<file path="config.mk">
export PLATFORM = sky130hd
export DESIGN_NAME = ccs_regs
export DESIGN_NICKNAME = d
export VERILOG_FILES = /design/src/hw/ccs_pkg.sv /design/src/hw/ccs_regs.sv
export SDC_FILE = /design/constraint.sdc
export NUM_CORES = 1
export LEC_CHECK = 0
export BUFFER_PORTS_ARGS = -buffer_cell sky130_fd_sc_hd__buf_4
export CORE_ASPECT_RATIO = 0.5
export CORE_UTILIZATION = 56
export CTS_BUF_LIST = sky130_fd_sc_hd__clkbuf_4
export CTS_CLUSTER_SIZE = 20
export DETAILED_ROUTE_END_ITERATION = 10
export HOLD_SLACK_MARGIN = 0.1
export PLACE_DENSITY = 0.83
export SLEW_MARGIN = 20
export SYNTH_ARGS = -nofsm -noshare
export SYNTH_HDL_FRONTEND = slang
export SYNTH_SLANG_ARGS = --single-unit
</file>
<file path="constraint.sdc">
create_clock -name i_clk -period 5.6 [get_ports i_clk]
set_input_delay 0.56 -clock i_clk [delete_from_list [all_inputs] [get_ports i_clk]]
set_output_delay 0.56 -clock i_clk [all_outputs]
set_load 0.02 [all_outputs]
</file>
<file path="src/hw/ccs_pkg.sv">
// Purpose : Shared constants and carrier types for the charger control and status registers
// Assumes : Single 40 MHz clock, register port driven by an I2C front end
// Notes   : Every offset, field position, reset value and timing count is named here
`default_nettype none

package ccs_pkg;

  // ==========================================================================
  // Clock and timing
  // ==========================================================================
  localparam int unsigned CLK_HZ          = 40_000_000;      // Core clock rate
  localparam int unsigned SHIP_DELAY_S    = 8;               // Nominal ship-mode delay, seconds
  localparam int unsigned SHIP_DELAY_CYC  = SHIP_DELAY_S * CLK_HZ; // Cycles in that delay

  // ==========================================================================
  // Register map
  // ==========================================================================
  localparam logic [7:0] ADDR_MISC_CTRL   = 8'h07;           // Control register
  localparam logic [7:0] ADDR_STATUS      = 8'h08;           // Status register, read only
  localparam logic [7:0] MISC_CTRL_RESET  = 8'h4C;           // Power-up value 01001100

  // Control field positions
  localparam int unsigned BIT_DETECT_REQ  = 7;               // Input limit detection request
  localparam int unsigned BIT_HALF_RATE   = 6;               // Half-rate safety timer enable
  localparam int unsigned BIT_SW_DISABLE  = 5;               // Battery switch disable
  localparam int unsigned BIT_WARM_VSEL   = 4;               // Warm band voltage select
  localparam int unsigned BIT_SW_DELAY    = 3;               // Battery switch turn-off delay
  localparam int unsigned BIT_SW_RST_EN   = 2;               // Battery switch reset enable
  localparam int unsigned TRACK_LSB       = 0;               // Input limit tracking field low
  localparam int unsigned TRACK_MSB       = 1;               // Input limit tracking field high

  // Bits that also fall back to defaults on watchdog expiry
  localparam logic [7:0] WDOG_RESET_MASK  = 8'hD4;           // Bits 7, 6, 4, 2

  // ==========================================================================
  // Status field codes
  // ==========================================================================
  localparam logic [2:0] SRC_NONE         = 3'h0;            // No input
  localparam logic [2:0] SRC_USB_HOST     = 3'h1;            // Standard USB host port
  localparam logic [2:0] SRC_ADAPTER      = 3'h2;            // Wall adapter
  localparam logic [2:0] SRC_OTG          = 3'h7;            // Boost output active
  localparam logic [1:0] CHG_DISABLED     = 2'h0;            // Charging disabled
  localparam logic [1:0] CHG_PRECHARGE    = 2'h1;            // Pre-charge
  localparam logic [1:0] CHG_FAST         = 2'h2;            // Fast charge
  localparam logic [1:0] CHG_DONE         = 2'h3;            // Terminated

  // ==========================================================================
  // Analog limits, millivolts
  // ==========================================================================
  localparam logic [15:0] WARM_VMAX_MV    = 16'h1004;        // 4.1 V cap in warm band
  localparam logic [15:0] TRACK_OFS1_MV   = 16'h0064;        // Tracking offset code 01
  localparam logic [15:0] TRACK_OFS2_MV   = 16'h0096;        // Tracking offset code 10
  localparam logic [15:0] TRACK_OFS3_MV   = 16'h00C8;        // Tracking offset code 11

  // ==========================================================================
  // Carrier types
  // ==========================================================================
  typedef struct packed {
    logic       wr;      // Write strobe, one cycle
    logic       rd;      // Read strobe, one cycle
    logic [7:0] addr;    // Register address
    logic [7:0] wdata;   // Write data
  } ccs_req_t;

  typedef struct packed {
    logic [2:0] input_source_status;
    logic [1:0] charge_state;
    logic       power_good_status;
    logic       thermal_reg_status;
    logic       sysmin_reg_status;
  } ccs_status_t;

  typedef struct packed {
    logic        in_dpm;        // Dynamic power management active
    logic        cool_charge;   // Cool-band charging
    logic        warm_band;     // Battery in warm band
    logic        vbus_present;  // Input supply present
  } ccs_cond_t;

endpackage

`default_nettype wire

</file>
<file path="src/hw/ccs_regs.sv">
// Purpose : Control and status register pair of a single-cell charger
// Assumes : I2C front end turns bus cycles into one-cycle read and write strobes
// Notes   : Analog loops live outside; this block steers them and reports their state
//
// Overview of operation
// - Detect request starts detection while input is present, clears when done
// - Half-rate bit halves safety timer in slow conditions
// - Disable bit turns battery switch off
// - Delay bit adds ship-mode wait before turn-off
// - Warm band caps charge voltage unless selected
// - Reset-enable bit gates full system reset requests
// - Tracking picks max of limit and battery+offset
// - Source status codes none, USB, adapter, OTG
// - Charge state codes disabled, pre, fast, done
// - Power good bit reports valid strong input
// - Thermal bit reports thermal regulation
// - System bit reports minimum system regulation
// - Status register read only, live values
// - Control register at 0x07, power-up 01001100
// - Register reset restores defaults, resets timer
`timescale 1ns/1ps
`default_nettype none

module ccs_regs
  import ccs_pkg::*;
#(
  parameter int unsigned SHIP_DELAY_CYCLES = SHIP_DELAY_CYC  // Shorten for simulation
) (
  input  wire logic        i_clk,
  input  wire logic        i_reset_n,
  input  wire logic        i_ce,
  input  wire ccs_req_t    i_req,
  input  wire ccs_status_t i_status,
  input  wire ccs_cond_t   i_cond,
  input  wire logic        i_detect_done,
  input  wire logic        i_timer_tick,
  input  wire logic        i_full_reset_req,
  input  wire logic        i_reg_reset,
  input  wire logic        i_watchdog_expired,
  input  wire logic [15:0] i_input_voltage_limit_mv,
  input  wire logic [15:0] i_vbat_mv,
  input  wire logic [15:0] i_charge_voltage_setting_mv,
  output logic [7:0]       o_rdata,
  output logic             o_rvalid,
  output logic             o_detect_active,
  output logic             o_timer_tick,
  output logic             o_battery_switch_on,
  output logic             o_system_reset,
  output logic             o_safety_timer_reset,
  output logic             o_reg_reset_done,
  output logic [15:0]      o_input_voltage_limit_mv,
  output logic [15:0]      o_charge_voltage_mv
);

  // ==========================================================================
  // State
  // ==========================================================================
  typedef struct packed {
    logic [7:0]  ctrl;        // Control register contents
    logic [31:0] ship_cnt;    // Ship-mode delay counter
    logic        sw_on;       // Battery switch gate
    logic        half_ph;     // Half-rate tick phase
    logic        tick;        // Forwarded timer tick
    logic        sys_rst;     // System reset pulse
    logic        tmr_rst;     // Safety timer reset pulse
    logic        rst_done;    // Register reset complete pulse
    logic        detect;      // Detection running
    logic [7:0]  rdata;       // Read data
    logic        rvalid;      // Read data valid
    logic [15:0] vlim;        // Effective input voltage limit
    logic [15:0] vchg;        // Effective charge voltage
  } ccs_state_t;

  ccs_state_t state_q;   // Registered state
  ccs_state_t state_d;   // Next state

  // ==========================================================================
  // Helpers
  // ==========================================================================
  // Larger of two millivolt values
  function automatic logic [15:0] max_mv(input logic [15:0] a, input logic [15:0] b);
    max_mv = (a > b) ? a : b;
  endfunction

  // Smaller of two millivolt values
  function automatic logic [15:0] min_mv(input logic [15:0] a, input logic [15:0] b);
    min_mv = (a < b) ? a : b;
  endfunction

  // Offset in millivolts for a tracking code
  function automatic logic [15:0] track_ofs(input logic [1:0] code);
    case (code)
      2'h1:    track_ofs = TRACK_OFS1_MV;
      2'h2:    track_ofs = TRACK_OFS2_MV;
      2'h3:    track_ofs = TRACK_OFS3_MV;
      default: track_ofs = 16'h0000;
    endcase
  endfunction

  // Status byte from live analog state
  function automatic logic [7:0] status_byte(input ccs_status_t s);
    status_byte = {s.input_source_status,
                   s.charge_state,
                   s.power_good_status,
                   s.thermal_reg_status,
                   s.sysmin_reg_status};
  endfunction

  logic        wr_ctrl;     // Host write to control register
  logic [1:0]  track_code;  // Current tracking field
  logic        slow_cond;   // Conditions that slow the safety timer
  logic [15:0] vbat_ofs;    // Battery voltage plus tracking offset
  logic [31:0] ship_limit;  // Ship delay count at counter width

  assign ship_limit = 32'(SHIP_DELAY_CYCLES);

  // ==========================================================================
  // Next-state logic
  // ==========================================================================
  always_comb begin
    state_d    = state_q;
    wr_ctrl    = i_req.wr && (i_req.addr == ADDR_MISC_CTRL);
    track_code = state_q.ctrl[TRACK_MSB:TRACK_LSB];
    slow_cond  = i_cond.in_dpm || i_cond.cool_charge || i_status.thermal_reg_status;
    vbat_ofs   = 16'(i_vbat_mv + track_ofs(track_code));

    // Pulses default low
    state_d.tick     = 1'b0;
    state_d.sys_rst  = 1'b0;
    state_d.tmr_rst  = 1'b0;
    state_d.rst_done = 1'b0;
    state_d.rvalid   = 1'b0;

    // Host write; status address ignores writes
    if (wr_ctrl) begin
      state_d.ctrl = i_req.wdata;
    end

    // Detection finished clears the request; a same-cycle write of 1 wins
    if (i_detect_done && !(wr_ctrl && i_req.wdata[BIT_DETECT_REQ])) begin
      state_d.ctrl[BIT_DETECT_REQ] = 1'b0;
    end

    // Watchdog expiry returns its subset to defaults
    if (i_watchdog_expired) begin
      state_d.ctrl = (state_d.ctrl & ~WDOG_RESET_MASK)
                   | (MISC_CTRL_RESET & WDOG_RESET_MASK);
    end

    // Register reset returns every bit and restarts the safety timer
    if (i_reg_reset) begin
      state_d.ctrl     = MISC_CTRL_RESET;
      state_d.tmr_rst  = 1'b1;
      state_d.rst_done = 1'b1;
    end

    // Detection runs while request stands and input is present
    state_d.detect = state_d.ctrl[BIT_DETECT_REQ] && i_cond.vbus_present;

    // Safety timer tick, every second one dropped in slow conditions while the half-rate bit is set
    if (i_timer_tick) begin
      if (state_q.ctrl[BIT_HALF_RATE] && slow_cond) begin
        state_d.half_ph = !state_q.half_ph;
        state_d.tick    = state_q.half_ph;
      end else begin
        state_d.tick    = 1'b1;
      end
    end

    // Battery switch with optional ship-mode delay
    if (!state_q.ctrl[BIT_SW_DISABLE]) begin
      state_d.sw_on    = 1'b1;
      state_d.ship_cnt = 32'h0000_0000;
    end else if (!state_q.ctrl[BIT_SW_DELAY]) begin
      state_d.sw_on    = 1'b0;
    end else if (state_q.ship_cnt >= ship_limit - 32'h0000_0001) begin
      state_d.sw_on    = 1'b0;
    end else begin
      state_d.ship_cnt = state_q.ship_cnt + 32'h0000_0001;
    end

    // Full system reset only when allowed
    state_d.sys_rst = i_full_reset_req && state_q.ctrl[BIT_SW_RST_EN];

    // Effective input voltage limit
    if (track_code == 2'h0) begin
      state_d.vlim = i_input_voltage_limit_mv;
    end else begin
      state_d.vlim = max_mv(i_input_voltage_limit_mv, vbat_ofs);
    end

    // Charge voltage in the warm band
    if (i_cond.warm_band && !state_q.ctrl[BIT_WARM_VSEL]) begin
      state_d.vchg = min_mv(i_charge_voltage_setting_mv, WARM_VMAX_MV);
    end else begin
      state_d.vchg = i_charge_voltage_setting_mv;
    end

    // Register reads; status is sampled live
    if (i_req.rd) begin
      state_d.rvalid = 1'b1;
      if (i_req.addr == ADDR_MISC_CTRL) begin
        state_d.rdata = state_q.ctrl;
      end else if (i_req.addr == ADDR_STATUS) begin
        state_d.rdata = status_byte(i_status);
      end else begin
        state_d.rdata = 8'h00;                                     // Unmapped reads zero
      end
    end
  end

  // ==========================================================================
  // State register, frozen while clock enable is low
  // ==========================================================================
  always_ff @(posedge i_clk or negedge i_reset_n) begin
    if (!i_reset_n) begin
      state_q          <= '0;
      state_q.ctrl     <= MISC_CTRL_RESET;
      state_q.sw_on    <= 1'b1;
      state_q.vlim     <= 16'h0000;
      state_q.vchg     <= 16'h0000;
    end else if (i_ce) begin
      state_q <= state_d;
    end
  end

  // Outputs straight from flops
  assign o_rdata                  = state_q.rdata;
  assign o_rvalid                 = state_q.rvalid;
  assign o_detect_active          = state_q.detect;
  assign o_timer_tick             = state_q.tick;
  assign o_battery_switch_on      = state_q.sw_on;
  assign o_system_reset           = state_q.sys_rst;
  assign o_safety_timer_reset     = state_q.tmr_rst;
  assign o_reg_reset_done         = state_q.rst_done;
  assign o_input_voltage_limit_mv = state_q.vlim;
  assign o_charge_voltage_mv      = state_q.vchg;
endmodule

`default_nettype wire

</file>
Yosys cells after proc, flatten, opt, wreduce, memory -nomap -nowiden
Cells that the tools add are included.

Equal/unequal tests: 8. Reductions and logical operators: 19. Magnitude comparators: 3. Muxes and demuxes: 20. Add/subtract/negate cells: 2.

Operators by type and width (count): $mux W16 (4); $mux W32 (2); $mux W8 (5); $mux W33 (1); $add A32 B1 Y32 const B (1); $ge A32 B29 Y1 const B (1); $pmux W8 S3 (1); $add A16 B16 Y16 (1); $gt A16 B16 Y1 (1); $lt A16 B13 Y1 const B (1); $eq A8 B3 Y1 const B (1); $eq A8 B4 Y1 const B (1); $logic_and A1 B1 Y1 (7); $mux W1 (6); $reduce_and A2 Y1 (3); $reduce_and A3 Y1 (2); $eq A2 B2 Y1 const B (2); $ne A2 B2 Y1 const B (2); $logic_not A1 Y1 (3); $ne A3 B2 Y1 const B (1); $reduce_bool A3 Y1 (1); $eq A2 B1 Y1 const B (1); $logic_not A2 Y1 (1); $logic_or A1 B1 Y1 (2); $mux W2 (1).

Bits in registers: 88. Output and inout port bits: 47.

Logic depth before layout (Yosys ltp)
Gate-level depths: netlist of run 1.

Depth in word-level cells: 9. Depth in mapped cells: 18. Mapped depth without buffers: 17.

Worst setup path after synthesis of run 1
Ideal clock, no wire load.

Path kind: register to register. From: reg state_q[80] (netlist bit). To: reg state_q (netlist bit o_input_voltage_limit_mv[5]). Cell stages (with the launch flop): 17. Slack: 1394 ps. Arrival time: 4124 ps. Cell sequence: dfrtp_1 -> inv_1 -> ha_1 -> ha_1 -> fa_1 -> a21oi_1 -> o211ai_1 -> a31oi_1 -> nor3_1 -> xnor2_1 -> ha_1 -> nand4_1 -> or4_1 -> o221ai_1 -> clkbuf_1 -> nand3_1 -> a31oi_1.

Word-level cells in the longest chain between the ends: 6. Elaborated cells between the ends (all ways): 9.

Ends and longest elaborated chain: from (decl) (RTL line ccs_regs.sv:74) `ccs_state_t state_q;`; from (signal assigned) (RTL line ccs_regs.sv:223) `state_q <= state_d;`; $eq A2 B2 Y1 or $eq A2 B1 Y1 (tied branches) (RTL line ccs_regs.sv:92) `case (code)`; $pmux W8 S3 (RTL line ccs_regs.sv:92); $add A16 B16 Y16 (RTL line ccs_regs.sv:125) `vbat_ofs = 16'(i_vbat_mv + track_ofs(track_code));`; $gt A16 B16 Y1 (RTL line ccs_regs.sv:82) `max_mv = (a > b) ? a : b;`; $mux W16 (RTL line ccs_regs.sv:82); $mux W16 (*) (RTL line ccs_regs.sv:186) `if (track_code == 2'h0) begin`.

Every way passes the cells marked *; elsewhere a longest branch is shown, timed or not. A chain may end at the register's enable or synchronous reset.

Final worst setup path of run 1
From: reg state_q[80] (netlist bit). To: reg state_q (netlist bit o_input_voltage_limit_mv[0]).

The elaborated chain is that of the path after synthesis.

==> results of run 1 <==
## cells by family (layout without fill, tap and decap cells)
group                      count (synthesis)  after routing  synth area share (%)
and+or+nand+nor                          215            215                  19.7
AOI/OAI and AO/OA                        154            154                  20.1
buffers and inverters                     88            175                  8.93
DFF                                       87             87                  40.1
adders and majority gates                 31             31                  7.27
xor gates and xnor gates                  18             18                  2.90
muxes                                      5              5                 0.944
## worst max path at each step
| stage | cells after the start | to | slack, ns |
|---|---|---|---|
| floorplan | 16 | o_input_voltage_limit_mv[5]$_DFFE_PN0P_ | 1.39 |
| global placement | 15 | o_input_voltage_limit_mv[10]$_DFFE_PN0P_ | 1.00 |
| detailed placement | 16 | o_input_voltage_limit_mv[5]$_DFFE_PN0P_ | 0.79 |
| CTS | 16 | o_input_voltage_limit_mv[0]$_DFFE_PN0P_ | 0.77 |
| global route | 16 | o_input_voltage_limit_mv[15]$_DFFE_PN0P_ | 0.31 |
| finish | 16 | o_input_voltage_limit_mv[0]$_DFFE_PN0P_ | 0.70 |
## power groups by stage
stage / logic (mW) / clock network (mW) / registers (mW)
3_3_place_gp: 0.440 / 0 / 0.720
6_report: 0.455 / 0.381 / 0.711
4_1_cts: 0.454 / 0.390 / 0.710
2_1_floorplan: 0.310 / 0 / 0.715
3_5_place_dp: 0.452 / 0 / 0.721
5_1_grt: 0.503 / 0.417 / 0.716
## state kept, by name (all words and copies together), names as in the netlist, 8 cells and up
| name | cells |
|---|---|
| state_q | 41 |
| o_charge_voltage_mv | 16 |
| o_input_voltage_limit_mv | 16 |
| o_rdata | 8 |
## routing by layer
layer | wire length, microns | part of all wire (%) | track usage (%)
met1 | 6070 | 47 | 36.3
met2 | 6110 | 47 | 44.9
met3 | 600 | 4.6 | 6.35
met4 | 229 | 1.8 | 7.85
met5 | 0 | 0 | 0
## critical path, stage by stage (launching register included)
cell and delay [ns]:
dfrtp_1 0.48, inv_1 0.15, ha_1 0.26, ha_1 0.22, fa_1 0.42, a21oi_1 0.20, o211ai_1 0.12, a31oi_1 0.46
nor3b_1 0.14, xnor2_1 0.19, ha_1 0.32, nand4_1 0.13, or4_1 0.50, o221ai_1 0.65, buf_4 0.31, nand3_1 0.09
a31oi_1 0.18
## stage by stage
stage                     cells  instance area [sq um]  hold slack, ns  power (mW)
after floorplan             598                   5440           0.264        1.03
after global placement      798                   6220           0.458        1.16
after detailed placement    798                   6220           0.474        1.17
after CTS                   815                   6370           0.278        1.55
after global routing        815                   6380           0.255        1.64
final                       815                   6380           0.302        1.55
## final cells by class
cell class	count	area, sq um	area share [%]
multi-input combinational	423	2780	43.5
clock inverter	7	78.8	1.24
inverter	22	82.6	1.29
clock buffer	9	67.6	1.06
tap	130	163	2.55
sequential	87	2180	34.2
timing repair buffer	137	1030	16.2
## cell usage in the layout, fill, tap and decap left out, drive strengths merged, types with 4 or more instances in the layout
cell type,synthesis,layout
clkbuf,20,9
or3,7,7
inv,22,26
xnor2,15,15
nor2,44,44
o22a,4,4
a22o,11,11
nor3,8,8
nand2,67,67
a211o,4,4
nor3b,4,4
a21o,4,4
dfstp,4,4
nand3,21,21
o211ai,5,5
mux2i,4,4
dfrtp,83,83
nand2b,5,5
a31oi,11,11
a22oi,11,11
o21ai,24,24
or4,4,4
o2bb2ai,4,4
o311ai,4,4
o31ai,8,8
a21oi,28,28
nor4,9,9
a31o,7,7
ha,30,30
buf,46,136
and3,8,8
nand4,17,17
nor2b,7,7
and2,7,7
a41oi,5,5
==> flow_summary.toml, run 1 <==
[outcome]
status = "completed"

[synth]
synth_most_common_cell = "dfrtp_1"
yosysWarningCount = 0
ys_seq_area_share_pct = 40.1
ys.flop_type = "dfrtp_1"
synth-edff-count = 0
synth_nets = 715
ys_types = 61
synthTopCellsByArea = "dfrtp_1 (38%), ha_1 (6.9%), buf_4 (5.7%)"
synth_top_area_share_pct = 38.2
synth.avg_cell_area_sq_um = 9.09
synth_common_cells = "dfrtp_1 (83), nand2_1 (67), nor2_1 (44)"
ys_async_sr_fraction_pct = 100
syn_area_sq_um = 5440
synthCells = 598
yosysTopAreaCell = "dfrtp_1"
ys_ff_latch = 87

[critical_path]
worstSetupStartpoint = "state_q[80]$_DFFE_PN0P_"
r2r_cells = 16
reg2reg_to = "o_input_voltage_limit_mv[0]$_DFFE_PN0P_"
cp-end-kind = "flop"
worstPathArrival_ns = 5.27
worstReg2RegStart = "state_q[80]$_DFFE_PN0P_"
crit_type = "flop to flop"
critPathRequiredTime_ns = 5.97
reg2reg_slack_ns = 0.70
cp_max_fo = 11
crit_path_start_kind = "flop"

[sta]
fin_crit_sh_pct = 87.5
clock_skew_ns = 0.0166
hold_viol_final = 0
slew_headroom_pct = 33.6
setup_viol = 0
rsz0062_at_grt = "no"
layout_setup_ws_ns = 0.700
min_period_ns = 4.90
fmax_ghz = 0.204
worstMarginPinSlew_ns = 0.991
tns_ns = 0
drv_slew = 0

[cts]
clockBufferDepth = 2
clkTransAtPathRegs_ns = 0.14
postCtsHoldBufs = 1
cts-htree-levels = 3
cts-root-buf = "clkbuf_4"
cts_tree = "yes"
ctsResizeCount = 0
clk-insertion-delay-late_ns = 0.45
post_cts_buffers = 0
clock-sinks = 87
cts_buffers = 9

[die]
core_sq_um = 9070
fp.dieW_microns = 141
io_pins = 133
dieArea_sq_um = 10100
rows = 24
initial_utilization_pct = 59.9
chipHeight_microns = 71.7

[grt]
overflow = 0
antenna_found_initial = 0
grt_first_pass_wirelength_microns = 21900
grt_pass1_vias = 4626
grt_start_max_net_pins = 64
grt.total_usage_pct = 27.2

[power_and_ir_drop]
p_clk_share_pct = 24.6
internal_power_mw = 1.02
seqPwrFrac_pct = 46.0
power_switching_mw = 0.530
swShare_pct = 34.3
max-vdd-ir-drop_v = 0.000133
pwr-share-comb_pct = 29.4
leakage_nw = 2.97
powerDensity_nw_per_um2 = 242

[min_path]
min-delay-start = "i_watchdog_expired"
hp-class = "primary input to flop"
whs_path_depth = 2
holdPathEnd = "state_q[87]$_DFFE_PN0P_"

[drt]
drc = 0
drtPass1Iterations = 6
wirelength_microns = 13000
vias = 4774
wl_per_cell_microns = 16.0
viasPerCell = 5.86
drt_iter0_drc = 298
ant_nets = 0

[finish]
diodes = 0
drive_gt1_share_pct = 25.1
nets = 797
n_fill_cell = 747
areaGrowthSynthToFinish_pct = 17.4
utilization_pct = 70.4

[placed_design]
place_congestion = 0.887
dp_slack_ns = 0.792
port_buffers = 132
dp_hpwl_microns = 9640

[flow_run]
drv_cap = 0
Power figures use the tool's default switching activity.
==> run 2, diff against run 1 <==
Settings changed: ABC_CLOCK_PERIOD_IN_PS from default to 5600, MAX_ROUTING_LAYER from default to met4.
==> flow_summary.toml, run 2 (same netlist as run 1, synthesis figures left out) <==
[die]
rows = 24
dieArea_sq_um = 10100
initial_utilization_pct = 59.9
fp.dieW_microns = 141
chipHeight_microns = 71.7
core_sq_um = 9070
io_pins = 133

[power_and_ir_drop]
powerDensity_nw_per_um2 = 242
pwr-share-comb_pct = 29.4
power_switching_mw = 0.531
seqPwrFrac_pct = 45.9
power.total_mw = 1.55
max-vdd-ir-drop_v = 0.000133
swShare_pct = 34.3
internal_power_mw = 1.02
p_clk_share_pct = 24.7
leakage_nw = 2.97

[cts]
post_cts_buffers = 0
cts-root-buf = "clkbuf_4"
clock-sinks = 87
cts_buffers = 9
cts_tree = "yes"
clockBufferDepth = 2
clkTransAtPathRegs_ns = 0.14
cts-htree-levels = 3
ctsResizeCount = 0
clk-insertion-delay-late_ns = 0.46

[grt]
grt_start_max_net_pins = 64
antenna_found_initial = 0
overflow = 0
grt_first_pass_wirelength_microns = 21800
grt.total_usage_pct = 28.1
grt_pass1_vias = 4631

[placed_design]
place_congestion = 0.901
port_buffers = 132
dp_hpwl_microns = 9640
dp_slack_ns = 0.792
placed_cell_area_sq_um = 6220

[outcome]
status = "completed"

[sta]
fmax_ghz = 0.204
layout_setup_ws_ns = 0.695
setup_viol = 0
slew_headroom_pct = 32.0
rsz0062_at_grt = "no"
hold_viol_final = 0
clock_skew_ns = 0.0145
drv_slew = 0
worstMarginPinSlew_ns = 1.02
min_period_ns = 4.90
fin_crit_sh_pct = 87.6
tns_ns = 0

[flow_run]
drv_cap = 0

[finish]
largest_reg_flops = 41
regMostFlops = "state_q"
drive_gt1_share_pct = 25.1
n_fill_cell = 746
areaGrowthSynthToFinish_pct = 17.4
final_cell_mix = "buf_4 (136), dfrtp_1 (83), nand2_1 (67)"
final_area_sq_um = 6380
layout_commonest_cell = "buf_4"
nets = 797

[critical_path]
cp-end-kind = "flop"
worstPathArrival_ns = 5.28
crit_type = "flop to flop"
cpMostUsedCell = "ha_1"
r2r_cells = 16
cp_max_fo = 11
slowest_delay_ns = 0.65
crit_path_start_kind = "flop"
cpMaxStageDelayCell = "o221ai_1"
critPathRequiredTime_ns = 5.98
crit_chain = "inv_1 > ha_1 > ha_1 > fa_1 > a21oi_1 > o211ai_1 > a31oi_1 > nor3_1 > xnor2_1 > ha_1 > nand4_1 > or4_1 > o221ai_1 > buf_4 > nand3_1 > a31oi_1"

[drt]
ant_nets = 0
vias = 4812
wl_per_cell_microns = 16.0
wirelength_microns = 13100
drtPass1Iterations = 6
viasPerCell = 5.90
drc = 0
drt_iter0_drc = 315

[min_path]
hp-class = "primary input to flop"
whs_path_depth = 2
run 2: changes by cell type in the layout (fill, tap and decap cells not counted), sizes merged:
cell | before | now
diode | 0 | 1
run 2: path summary, 6_finish.rpt:
check | start | end | slack [ns]
min in group asynchronous | i_reset_n | o_input_voltage_limit_mv[9]$_DFFE_PN0P_ | 0.52
max | state_q[80]$_DFFE_PN0P_ | o_input_voltage_limit_mv[0]$_DFFE_PN0P_ | 0.70
max in group asynchronous | i_reset_n | state_q[74]$_DFFE_PN0P_ | 3.94
max reg2reg | state_q[80]$_DFFE_PN0P_ | o_input_voltage_limit_mv[0]$_DFFE_PN0P_ | 0.70
min | i_watchdog_expired | state_q[87]$_DFFE_PN0P_ | 0.29
min reg2reg | o_battery_switch_on$_DFFE_PN1P_ | o_battery_switch_on$_DFFE_PN1P_ | 0.50
run 2: through the flow:
stage               instances  utilization [%]  hold WS, ns
finish                    816             70.4        0.291
floorplan                 598                -        0.264
global route              815             70.4        0.262
CTS                       815             70.3        0.278
detailed placement        798             68.6        0.474
global placement          798             68.6        0.458
run 2: area by class of cell:
cell class	instances	area [sq um]	area share, %
Antenna cell	1	2.50	0.0392
Clock inverter	7	78.8	1.23
Multi-Input combinational cell	423	2780	43.5
Tap cell	130	163	2.55
Sequential cell	87	2180	34.2
Inverter	22	82.6	1.29
Clock buffer	9	67.6	1.06
Timing Repair Buffer	137	1030	16.2
run 2: power groups by stage:
stage | Sequential, mW | Clock, mW | Combinational (mW)
2_1_floorplan | 0.715 | 0 | 0.310
6_report | 0.711 | 0.382 | 0.455
3_3_place_gp | 0.720 | 0 | 0.440
5_1_grt | 0.716 | 0.416 | 0.503
4_1_cts | 0.710 | 0.390 | 0.454
3_5_place_dp | 0.721 | 0 | 0.452
run 2: worst max-delay path, delay by kind of cell (launching register included):
kind	cells	cell delay (ns)
simple gates	4	0.86
fa+ha+maj	4	1.24
xor+xnor	1	0.17
flops	1	0.48
compound gates	5	1.62
buf+inv	2	0.47
run 2: routing by layer:
| layer | vias to the layer above | track usage [%] | share of wire (%) |
|---|---|---|---|
| li1 | 2321 | - | - |
| met1 | 2315 | 36.4 | 46 |
| met2 | 147 | 44.9 | 47 |
| met3 | 29 | 5.61 | 4.6 |
| met4 | 0 | 8.57 | 1.7 |
| met5 | - | - | 0 |
run 2: what timing repair did:
action	4_1_cts	5_1_grt
endpoints found under the hold margin	24	0
hold buffers	1	0
endpoints found under the setup margin	0	0
